[src/core/xtc_pkg.sv]
// Constants shared by the external output and trigger control block.
package xtc_pkg;
  // Register numbers; byte address is four times the number
  localparam logic [9:0] IDX_MAIN_CTRL = 10'h000;
  localparam logic [9:0] IDX_CONFIG = 10'h001;
  localparam logic [9:0] IDX_TRIG_EVT = 10'h002;
  localparam logic [9:0] IDX_STATUS = 10'h004;
  localparam logic [9:0] IDX_EXT_EVT0 = 10'h068;
  localparam logic [9:0] IDX_IRQ_STATUS = 10'h0C0;
  localparam logic [9:0] IDX_IRQ_MASK = 10'h0C1;
  localparam logic [9:0] IDX_ID = 10'h3F2;
  // Management area bounds
  localparam logic [9:0] MGMT_LO0 = 10'h0C0;
  localparam logic [9:0] MGMT_HI0 = 10'h0C5;
  localparam logic [9:0] MGMT_LO1 = 10'h3C0;
  localparam logic [9:0] MGMT_HI1 = 10'h3FF;
  // Main control fields
  localparam int CTRL_PROG = 0;
  localparam int CTRL_TRIG_IND_EN = 2;
  localparam int CTRL_DBG_REQ_EN = 3;
  localparam logic [31:0] CTRL_RESET = 32'h0000_0001;
  // Config field for output count
  localparam int CFG_EXT_LSB = 20;
  // Status fields
  localparam int ST_TRIGGERED = 0;
  localparam int ST_PROG_IDLE = 1;
  localparam int ST_ARMED = 3;
  // Event select layout: resource A, resource B, function
  localparam int EVT_W = 11;
  localparam int EVT_A_LSB = 0;
  localparam int EVT_B_LSB = 4;
  localparam int EVT_FN_LSB = 8;
  localparam int RES_IDX_W = 4;
  localparam int FN_W = 3;
  localparam logic [EVT_W-1:0] EVT_RESET = 11'h000;
  // Interrupt status bits
  localparam int IRQ_W = 2;
  localparam int IRQ_TRIG = 0;
  localparam int IRQ_IDLE = 1;
  // Identity word, value arbitrary
  localparam logic [31:0] ID_VALUE = 32'h0000_1234;
endpackage : xtc_pkg

[src/core/xtc_sync.sv]
// Two-stage synchroniser for a bus of independent level inputs.
`timescale 1ns/1ps
module xtc_sync #(
  parameter int W = 16
) (
  // Clock and reset
  input wire logic sys_clk_in,
  input wire logic rst_b_in,
  // Levels
  input wire logic [W-1:0] async_in,
  output logic [W-1:0] sync_out
);
  logic [W-1:0] meta_q;
  logic [W-1:0] sync_q;

  // First stage feeds only the second stage
  always_ff @(posedge sys_clk_in or negedge rst_b_in) begin
    if (!rst_b_in) begin
      meta_q <= '0;
      sync_q <= '0;
    end else begin
      meta_q <= async_in;
      sync_q <= meta_q;
    end
  end

  assign sync_out = sync_q;
endmodule : xtc_sync

[src/core/xtc_evt_eval.sv]
// Event logic: two selected resources combined by a chosen function.
`timescale 1ns/1ps
module xtc_evt_eval (
  // Resource levels and event selection
  input wire logic [15:0] res_in,
  input wire logic [xtc_pkg::EVT_W-1:0] sel_in,
  // Event result
  output logic hit_out
);
  logic a;
  logic b;
  logic [xtc_pkg::FN_W-1:0] fn;

  // Resource 15 is expected to be tied high for always/never events
  always_comb begin
    a = res_in[sel_in[xtc_pkg::EVT_A_LSB +: xtc_pkg::RES_IDX_W]];
    b = res_in[sel_in[xtc_pkg::EVT_B_LSB +: xtc_pkg::RES_IDX_W]];
    fn = sel_in[xtc_pkg::EVT_FN_LSB +: xtc_pkg::FN_W];
    case (fn)
      3'h0: hit_out = a;
      3'h1: hit_out = !a;
      3'h2: hit_out = a & b;
      3'h3: hit_out = !a & b;
      3'h4: hit_out = !a & !b;
      3'h5: hit_out = a | b;
      3'h6: hit_out = !a | b;
      3'h7: hit_out = !(a | b);
      default: hit_out = 1'b0;
    endcase
  end
endmodule : xtc_evt_eval

[src/core/xtc_top.sv]
// External outputs, one-shot trigger and Wishbone register file.
`timescale 1ns/1ps
module xtc_top #(
  parameter int N_EXT_OUT = 4,
  parameter int N_RES = 16
) (
  // Clock and reset
  input wire logic sys_clk_in,
  input wire logic rst_b_in,
  // Wishbone classic slave
  input wire logic wb_cyc_in,
  input wire logic wb_stb_in,
  input wire logic wb_we_in,
  input wire logic [11:0] wb_adr_in,
  input wire logic [3:0] wb_sel_in,
  input wire logic [31:0] wb_dat_in,
  output logic [31:0] wb_dat_out,
  output logic wb_ack_out,
  // Event resources from pins, asynchronous
  input wire logic [N_RES-1:0] event_res_in,
  // Trace path status, same clock
  input wire logic fifo_empty_in,
  // Trace control
  output logic trace_enable_out,
  output logic state_hold_out,
  output logic trig_packet_out,
  output logic trig_ind_out,
  output logic dbg_req_out,
  // External outputs
  output logic [3:0] ext_out_out,
  // Interrupt
  output logic irq_out
);
  // Elaboration checks
  if (N_EXT_OUT < 0 || N_EXT_OUT > 4) begin : g_chk_ext
    $error("N_EXT_OUT must be 0 to 4");
  end
  if (N_RES != 16) begin : g_chk_res
    $error("N_RES must be 16 for 4-bit resource selects");
  end

  localparam logic [2:0] EXT_COUNT = 3'(N_EXT_OUT);

  typedef logic [xtc_pkg::EVT_W-1:0] xtc_evt_t;

  typedef struct packed {
    logic [31:0] ctrl;
    xtc_evt_t trig_evt;
    xtc_evt_t [3:0] ext_evt;
    logic [xtc_pkg::IRQ_W-1:0] irq_st;
    logic [xtc_pkg::IRQ_W-1:0] irq_msk;
    logic armed;
    logic triggered;
    logic idle_prev;
    logic ack;
    logic [31:0] dat;
    logic [3:0] ext_out;
    logic trig_pkt;
    logic trig_ind;
    logic dbg_req;
    logic trace_en;
    logic hold;
    logic irq;
  } xtc_state_t;

  xtc_state_t st_q;
  xtc_state_t st_d;

  logic [N_RES-1:0] res_sync;
  logic trig_hit;
  logic [3:0] ext_hit;

  // Byte-lane merge used by every writable register but the interrupt status
  function automatic logic [31:0] apply_sel(input logic [31:0] old_v,
                                            input logic [31:0] new_v,
                                            input logic [3:0] sel);
    logic [31:0] r;
    r = old_v;
    for (int i = 0; i < 4; i++) begin
      if (sel[i]) begin
        r[i*8 +: 8] = new_v[i*8 +: 8];
      end
    end
    return r;
  endfunction : apply_sel

  // Index of an external output event register, or 4 when none
  function automatic logic [2:0] ext_slot(input logic [9:0] idx);
    logic [2:0] r;
    r = 3'h4;
    for (int n = 0; n < N_EXT_OUT; n++) begin
      if (idx == xtc_pkg::IDX_EXT_EVT0 + 10'(n)) begin
        r = 3'(n);
      end
    end
    return r;
  endfunction : ext_slot

  // Management area membership, used to zero reads of unassigned management words
  function automatic logic is_mgmt(input logic [9:0] idx);
    return (idx >= xtc_pkg::MGMT_LO0 && idx <= xtc_pkg::MGMT_HI0) ||
           (idx >= xtc_pkg::MGMT_LO1 && idx <= xtc_pkg::MGMT_HI1);
  endfunction : is_mgmt

  // Pin resources cross into this clock before event logic sees them
  xtc_sync #(
    .W(N_RES)
  ) u_sync (
    .sys_clk_in(sys_clk_in),
    .rst_b_in(rst_b_in),
    .async_in(event_res_in),
    .sync_out(res_sync)
  );

  // Trigger uses the same event logic as the outputs
  xtc_evt_eval u_trig_eval (
    .res_in(res_sync),
    .sel_in(st_q.trig_evt),
    .hit_out(trig_hit)
  );

  // One evaluator per implemented output; the rest read low
  for (genvar g = 0; g < 4; g++) begin : g_ext
    if (g < N_EXT_OUT) begin : g_on
      xtc_evt_eval u_eval (
        .res_in(res_sync),
        .sel_in(st_q.ext_evt[g]),
        .hit_out(ext_hit[g])
      );
    end else begin : g_off
      assign ext_hit[g] = 1'b0;
    end
  end

  // Next-state logic for the whole block
  always_comb begin
    logic [9:0] idx;
    logic req;
    logic wr;
    logic prog;
    logic fire;
    logic idle;
    logic [2:0] slot;
    logic [xtc_pkg::IRQ_W-1:0] irq_set;
    logic [31:0] wmerge;
    logic [31:0] rd;
    wmerge = 32'h0000_0000;
    rd = 32'h0000_0000;
    idx = wb_adr_in[11:2];
    req = wb_cyc_in & wb_stb_in & !st_q.ack;
    wr = req & wb_we_in;
    slot = ext_slot(idx);
    st_d = st_q;

    prog = st_q.ctrl[xtc_pkg::CTRL_PROG];

    // Hold the run while programming; drain before calling it idle
    st_d.trace_en = !prog;
    st_d.hold = prog;
    idle = prog & fifo_empty_in;
    st_d.idle_prev = idle;

    // Outputs follow events, forced low while programming
    for (int n = 0; n < 4; n++) begin
      st_d.ext_out[n] = ext_hit[n] & !prog;
    end

    // One-shot trigger: armed while programming, fires once after release
    fire = !prog & st_q.armed & trig_hit;
    if (prog) begin
      st_d.armed = 1'b1;
      st_d.triggered = 1'b0;
    end else if (fire) begin
      st_d.armed = 1'b0;
      st_d.triggered = 1'b1;
    end
    st_d.trig_pkt = fire;
    st_d.trig_ind = fire & st_q.ctrl[xtc_pkg::CTRL_TRIG_IND_EN];
    st_d.dbg_req = fire & st_q.ctrl[xtc_pkg::CTRL_DBG_REQ_EN];

    // Wishbone: answer every request one cycle after it appears
    st_d.ack = req;
    if (wr) begin
      wmerge = 32'h0000_0000;
      case (idx)
        xtc_pkg::IDX_MAIN_CTRL: begin
          wmerge = apply_sel(st_q.ctrl, wb_dat_in, wb_sel_in);
          st_d.ctrl = wmerge;
        end
        xtc_pkg::IDX_TRIG_EVT: begin
          wmerge = apply_sel(32'(st_q.trig_evt), wb_dat_in, wb_sel_in);
          st_d.trig_evt = wmerge[xtc_pkg::EVT_W-1:0];
        end
        xtc_pkg::IDX_IRQ_MASK: begin
          wmerge = apply_sel(32'(st_q.irq_msk), wb_dat_in, wb_sel_in);
          st_d.irq_msk = wmerge[xtc_pkg::IRQ_W-1:0];
        end
        default: begin
          if (slot != 3'h4) begin
            wmerge = apply_sel(32'(st_q.ext_evt[slot[1:0]]), wb_dat_in,
                               wb_sel_in);
            st_d.ext_evt[slot[1:0]] = wmerge[xtc_pkg::EVT_W-1:0];
          end
          // Other numbers are read-only or reserved: write dropped; interrupt status is cleared below
        end
      endcase
    end

    // Sticky interrupt status; a new event beats a write-one clear
    irq_set = '0;
    irq_set[xtc_pkg::IRQ_TRIG] = fire;
    irq_set[xtc_pkg::IRQ_IDLE] = idle & !st_q.idle_prev;
    if (wr && idx == xtc_pkg::IDX_IRQ_STATUS && wb_sel_in[0]) begin
      st_d.irq_st = st_q.irq_st & ~wb_dat_in[xtc_pkg::IRQ_W-1:0];
    end
    st_d.irq_st = st_d.irq_st | irq_set;
    st_d.irq = |(st_d.irq_st & st_d.irq_msk);

    // Read mux; unassigned numbers read zero
    rd = 32'h0000_0000;
    case (idx)
      xtc_pkg::IDX_MAIN_CTRL: rd = st_q.ctrl;
      xtc_pkg::IDX_CONFIG: rd[xtc_pkg::CFG_EXT_LSB +: 3] = EXT_COUNT;
      xtc_pkg::IDX_TRIG_EVT: rd = 32'(st_q.trig_evt);
      xtc_pkg::IDX_STATUS: begin
        rd[xtc_pkg::ST_TRIGGERED] = st_q.triggered;
        rd[xtc_pkg::ST_PROG_IDLE] = idle;
        rd[xtc_pkg::ST_ARMED] = st_q.armed;
      end
      xtc_pkg::IDX_IRQ_STATUS: rd = 32'(st_q.irq_st);
      xtc_pkg::IDX_IRQ_MASK: rd = 32'(st_q.irq_msk);
      xtc_pkg::IDX_ID: rd = xtc_pkg::ID_VALUE;
      default: begin
        if (slot != 3'h4) begin
          rd = 32'(st_q.ext_evt[slot[1:0]]);
        end
      end
    endcase
    // Management words other than interrupt status, mask and identity read zero
    if (is_mgmt(idx) && idx != xtc_pkg::IDX_IRQ_STATUS &&
        idx != xtc_pkg::IDX_IRQ_MASK && idx != xtc_pkg::IDX_ID) begin
      rd = 32'h0000_0000;
    end
    // Single port serialises any concurrent masters upstream
    st_d.dat = req ? rd : 32'h0000_0000;
  end

  // State register; outputs leave straight from it
  always_ff @(posedge sys_clk_in or negedge rst_b_in) begin
    if (!rst_b_in) begin
      st_q <= '0;
      st_q.ctrl <= xtc_pkg::CTRL_RESET;
      st_q.trig_evt <= xtc_pkg::EVT_RESET;
      st_q.armed <= 1'b1;
    end else begin
      st_q <= st_d;
    end
  end

  assign wb_dat_out = st_q.dat;
  assign wb_ack_out = st_q.ack;
  assign trace_enable_out = st_q.trace_en;
  assign state_hold_out = st_q.hold;
  assign trig_packet_out = st_q.trig_pkt;
  assign trig_ind_out = st_q.trig_ind;
  assign dbg_req_out = st_q.dbg_req;
  assign ext_out_out = st_q.ext_out;
  assign irq_out = st_q.irq;
endmodule : xtc_top

[config.mk]
export PLATFORM = sky130hd
export DESIGN_NAME = xtc_top
export DESIGN_NICKNAME = d
export VERILOG_FILES = /design/src/core/xtc_pkg.sv /design/src/core/xtc_sync.sv /design/src/core/xtc_evt_eval.sv /design/src/core/xtc_top.sv
export SDC_FILE = /design/constraint.sdc
export NUM_CORES = 1
export LEC_CHECK = 0
export BUFFER_PORTS_ARGS = -buffer_cell sky130_fd_sc_hd__buf_2
export CORE_AREA = 2 2 130 132
export DETAILED_ROUTE_END_ITERATION = 7
export DIE_AREA = 0 0 132 134
export PLACE_DENSITY_LB_ADDON = 0.12
export RECOVER_POWER = 50
export SKIP_CTS_REPAIR_TIMING = 1
export SLEW_MARGIN = 0
export SYNTH_ARGS = -nofsm -noshare
export SYNTH_HDL_FRONTEND = slang
export SYNTH_SLANG_ARGS = --single-unit
[constraint.sdc]
create_clock -name sys_clk_in -period 3.9 [get_ports sys_clk_in]
set_clock_uncertainty 0.2 [all_clocks]
set_input_delay 0.39 -clock sys_clk_in [delete_from_list [all_inputs] [get_ports sys_clk_in]]
set_output_delay 0.39 -clock sys_clk_in [all_outputs]
set_load 0.05 [all_outputs]
After elaboration in Yosys (flattened, before gate mapping)
Cells that the tools add are included.
{"block": "word_totals", "input_bits": 70, "output_inout_bits": 43, "wordCells": 239, "reg_bits": 169}
{"block": "op_classes", "reduce_logical": 48, "n_eq_ne": 49, "n_mux": 57, "n_lt_le_gt_ge": 16, "bitwise": 43}
{"op": "32-bit two-way mux", "n": 2}
{"op": "16-bit case mux with 4 select lines", "n": 1}
{"op": "3-bit == test (second input constant)", "n": 20}
{"op": "4-bit by 5-bit less-than comparator with 1-bit output (second input constant)", "n": 10}
{"op": "44-bit bitwise mux", "n": 1}
{"op": "1-bit binary-select mux with 4-bit select", "n": 10}
{"op": "10-bit by 7-bit == test with 1-bit output (second input constant)", "n": 4}
{"op": "1-bit case mux with 8 select lines", "n": 5}
{"op": "11-bit two-way mux", "n": 3}
{"op": "8-bit two-way mux", "n": 4}
{"op": "3-bit by 2-bit == test with 1-bit output (second input constant)", "n": 10}
{"op": "1-bit AND", "n": 28}
{"op": "3-bit two-way mux", "n": 8}
{"op": "11-bit binary-select mux with 2-bit select", "n": 1}
{"op": "11-bit demux with 2-bit select", "n": 1}
{"op": "3-bit AND reduction", "n": 7}
{"op": "10-bit by 8-bit == test with 1-bit output (second input constant)", "n": 2}
{"op": "10-bit by 8-bit != test with 1-bit output (second input constant)", "n": 2}
{"op": "1-bit logical NOT", "n": 18}
{"op": "9-bit case mux with 2 select lines", "n": 1}
{"op": "3-bit by 1-bit == test with 1-bit output (second input constant)", "n": 5}
{"op": "3-bit logical NOT", "n": 5}
{"op": "2-bit two-way mux", "n": 6}
{"op": "2-bit case mux with 6 select lines", "n": 1}
{"op": "29 further kinds", "n": 58}

Logic depth before layout (Yosys ltp)
{"block": "depth", "word_depth": 12, "mapped_depth": 9, "depth_no_buf": 6}

Cells and area by module
Synthesis repeated with hierarchy kept, for this count alone.
{"block": "hier_totals", "cells_unflattened": 697, "hier_area_um2": 9242.6}
{"mod": "xtc_top", "instances": 1, "area_each_um2": 6608.8, "seq_area_each_um2": 3430.8, "cells_per_inst": 530}
{"mod": "xtc_evt_eval", "instances": 5, "area_each_um2": 366.6, "seq_area_each_um2": 0.0, "cells_per_inst": 27}
{"mod": "xtc_sync", "instances": 1, "area_each_um2": 800.8, "seq_area_each_um2": 800.8, "cells_per_inst": 32}

Worst setup path before layout
Ideal clock, no wire load.
{"block": "synth_timing", "path_type": "input port to flip-flop", "from": "input wb_adr_in[6]", "to": "register st_q[106] in the netlist's numbering", "required_time_ps": 3575, "slack_ps": 1182, "setup_time_ps": 125, "arrival_time_ps": 2394, "path_stages": 8, "path_buffers": 3, "cell_sequence": "or4_1 -> clkbuf_1 -> or4_1 -> buf_2 -> nand2b_4 -> nor2_1 -> buf_4 -> mux2_2"}
{"block": "synth_via", "elab_chain_len": 2}
{"element": "start, declared", "line": "xtc_top.sv:14", "text": "input wire logic [11:0] wb_adr_in,"}
{"element": "10-bit logical NOT", "line": "xtc_top.sv:185", "text": "case (idx)"}
{"element": "3-bit AND reduction (no source line)"}
{"element": "end signal, assigned", "line": "xtc_top.sv:256", "text": "st_q <= st_d;"}
{"element": "end, declared", "line": "xtc_top.sv:66", "text": "xtc_state_t st_q;"}
Every way passes these cells.
A chain may end at the register's enable or synchronous reset.

Worst setup path after layout
{"block": "layout_timing", "from": "register st_q[94] in the netlist's numbering", "to": "register st_q[45] in the netlist's numbering"}
{"block": "layout_via", "elab_chain_len": 7, "word_cells_on_any_way": 12, "classes_between": "3 x mux; 6 x bitwise; 3 x reduce/logical"}
{"element": "1-bit binary-select mux with 4-bit select (*)", "line": "xtc_evt_eval.sv:16", "text": "a = res_in[sel_in[xtc_pkg::EVT_A_LSB +: xtc_pkg::RES_IDX_W]];"}
{"element": "1-bit two-way mux (implied by the code) (*)", "line": "xtc_evt_eval.sv:16"}
{"element": "1-bit bitwise OR or 1-bit logical NOT (tied branches)"}
{"element": "1-bit logical NOT (tied with other cells)", "line": "xtc_evt_eval.sv:27", "text": "3'h7: hit_out = !(a | b);"}
{"element": "1-bit case mux with 8 select lines (*)", "line": "xtc_evt_eval.sv:19", "text": "case (fn)"}
{"element": "1-bit AND (*)", "line": "xtc_top.sv:169", "text": "fire = !prog & st_q.armed & trig_hit;"}
{"element": "2-bit nonzero test (no source line) (*)"}
Mark *: on every way between the ends. The rest lies on a longest branch, timed or not. The select of a mux whose other input is x is not followed.

==> summary.txt <==
Finish
  – Nets: 873
  – Area grow syn2layout: 15.6%
  – Fin area: 9740 µm²
  – Antenna Cells: 0
  – Fillers: 1358
  – Layout cell share with drive strength beyond 1: a little over a quarter

Worst setup path
  – CP arrival: about 3000 ps
  – CP required: 4050 ps
  – Critical path's slowest cell: or4_1
  – Element type at the critical path end: flip-flop
  – Setup CP Type: reg2reg
  – CP startpoint kind: flip-flop
  – Crit-path cells: mux4_2 -> o211ai_1 -> o211ai_1 -> and3_1 -> or4_1 -> o22a_1
  – Crit Path Max Fanout: 7
  – Crit path largest cell delay: slightly below 700 ps
  – Critical path's most frequent cell: o211ai_1

CTS
  – Clock Path Buffers: 2
  – Clock Latency Late Sink: between 400 and 500 ps
  – H-tree levels: 4
  – CTS clock-pin slew for the worst setup and hold paths: about 70 ps
  – Clock sinks: 169
  – CTS tree: done
  – Total CTS buffers: 17
  – Root buffer cell: clkbuf_16

Floorplanning
  – Die ar.: ~18000 µm²
  – Core area: ~16000 µm²
  – Die width: 132 µm
  – Starting density of the core: approximately half
  – Die height: approximately 130 µm
  – FP Rows: between 40 and 50
  – I/O pins: approximately 110

Synth
  – Syn_area_per_cell: between 10 and 15 µm²
  – Synth Cell Area: approximately 8400 µm²
  – Library cells used by synthesis: 60
  – Number of synthesized flops with an enable pin: 0
  – Dominant synthesized flop cell: dfrtp_1
  – Cells after Synth: 710
  – Top cell type's share of synthesized area: about half
  – Sequential area share after synthesis: around 50%
  – FFs w/ async S/R, synth: 100%
  – Post-Syn Nets: around 800
  – FF+latch count, synth: approximately 170
  – Commonest cells post-synth: dfrtp_1, nor2_1, a21oi_1
  – Most frequent cell after synthesis: dfrtp_1
  – Cell taking the most area after synthesis: dfrtp_1
  – Area contributors post-synth: dfrtp_1, mux4_2, mux2_2, buf_4, nor2_1
  – Synth warn: 0

Drt
  – WL final: ~21 mm
  – Avg WL per Cell: between 20 and 25 µm
  – Drt via density: about 6.0
  – DRT iter0 DRCs: between 500 and 600
  – First-pass iteration count of the detailed router: 5
  – DRT antenna net count: 0
  – DRC: 0
  – Vias: approximately 6200

STA
  – Final Setup Violations: 0
  – Final Hold Fails: 0
  – Setup_tns: 0 ps
  – RSZ-0062 raised after global routing: no
  – Slew @ Worst Pin: 1610 ps
  – Peak Freq: between 300 and 400 MHz
  – Slew HR: -7.11%
  – Slew Limit Fails: 66
  – Hold WS: about 2.0 ps
  – Fin crit period: between 2000 and 3000 ps
  – Period utilization: 74.1%

Power
  – Cell Int Power: roughly 2.8 mW
  – Comb pwr share: ~6.5%
  – P_sw: just under 900 µW
  – Power share of the clock group: ~44%
  – Flop pwr share: 49.1%
  – Leakage: 4.27 nW
  – Maximum VDD drop: 341 µV
  – Sw Share: between 20% and 30%
  – Pwr Density: 379 nW/µm²

Placement
  – GP Congestion: 0.932
  – Placed wire-length estimate: approximately 15 mm
  – Dpl cell area: ~8900 µm²
  – Buffers on Ports: between 100 and 150

GRT
  – Initial antenna violation count: 0
  – Vias in the first global route: between 6000 and 7000
  – Largest net degree at the start of global routing: between 100 and 150
  – Grt ovf: 0
  – Gr usage total: 24.4%
  – Global-route wire length before repair: between 30 and 40 mm

Flow run
  – Total of max-cap violations: 1

Run status
  – Outcome: finished, violations left
  – Violated checks: capacitance limit, slew limit

Hold path
  – Hold Crit Class: in2reg
[area by class of cell]
cell class | instances | area, µm² | share of cell area, %
sequential | 169 | 4230 | 43.4
multi-input combinational | 446 | 3690 | 37.9
timing repair buffer | 154 | 912 | 9.36
clock buffer | 21 | 460 | 4.73
tap | 220 | 275 | 2.83
clock inverter | 11 | 110 | 1.13
inverter | 15 | 56.3 | 0.578
[layout by cell type, fill, tap and decap left out, drive strengths merged, types with 3 or more instances in the layout]
cell and n:
dfrtp 167, o221a 4, dlygate4sd3 29, nand3 7, nor2 71, nand2b 9, a21oi 48, mux4 46
a22oi 7, o21ai 18, nor2b 15, buf 81, a31o 4, and2 24, clkbuf 65, o2111ai 8
nand4 4, nor4 3, nand2 33, clkinv 3, mux2i 19, a31oi 16, o311a 3, mux2 40
or4 4, o211ai 9, a222oi 7, nor3 15, xnor2 4, inv 20, and3 5
[per-stage QoR]
step / power (mW) / worst slack, ps / utilization (%) / std cells
after global placement: 2.05 / 890 / 54.9 / 975
final: 3.69 / 1010 / 59.8 / 1036
after CTS: 3.70 / 1030 / 58.4 / 1007
after floorplan: 1.94 / 1180 / - / 710
after detailed placement: 2.06 / 862 / 54.9 / 975
after global routing: 3.83 / 778 / 59.8 / 1036
[power by group through the flow]
stage	Clock [mW]	Combinational, mW	Sequential, mW
floorplan	0	0.109	1.83
global placement	0	0.211	1.84
detailed placement	0	0.218	1.84
CTS	1.67	0.219	1.81
global route	1.75	0.260	1.81
finish	1.64	0.239	1.81
[worst max-delay path, delay by kind of cell, from the launching register on]
kind,cells,cell delay [ps]
DFF,1,530
AOI/OAI and AO/OA,3,580
muxes,1,600
and+or+nand+nor,2,900
[state kept, by name (all words and copies together) (netlist names)]
register and flops:
dbg_req_out 1, ext_out_out 4, irq_out 1, st_d 1, st_q 93, state_hold_out 1
trace_enable_out 1, trig_ind_out 1, trig_packet_out 1, u_sync.meta_q 16, u_sync.sync_out 16, wb_ack_out 1
wb_dat_out 32
[cell families after synthesis]
group                  count (synthesis)  synth area share (%)
buffers and inverters                 95                  6.06
AO/OA/AOI/OAI                        138                  10.9
flip-flops                           169                  50.2
XOR/XNOR                               4                 0.416
AND/OR/NAND/NOR                      199                  12.5
multiplexers                         105                  19.9
[worst paths after layout]
kind / startpoint / to / slack, ps / cells after the start
hold / removal: wb_dat_in[29] / st_q[134] / 2 / 2
min in group asynchronous: rst_b_in / wb_dat_out[28] / 700 / 2
hold reg to reg: u_sync.meta_q[6] / u_sync.sync_out[6] / 140 / 0
max in group asynchronous: rst_b_in / st_q[89] / 1540 / 3
setup / recovery: st_q[94] / st_q[45] / 1010 / 6
setup reg to reg: st_q[94] / st_q[45] / 1010 / 6
[routing by layer]
layer / vias to the layer above / GRT usage, % / wire, µm
met5: - / 0 / 0
met4: 0 / 11.3 / 664
met3: 50 / 4.80 / 1560
met2: 330 / 38.9 / 10100
met1: 3100 / 32.7 / 8590
li1: 2762 / - / -
No activity file was read; power rests on OpenSTA's default activity.
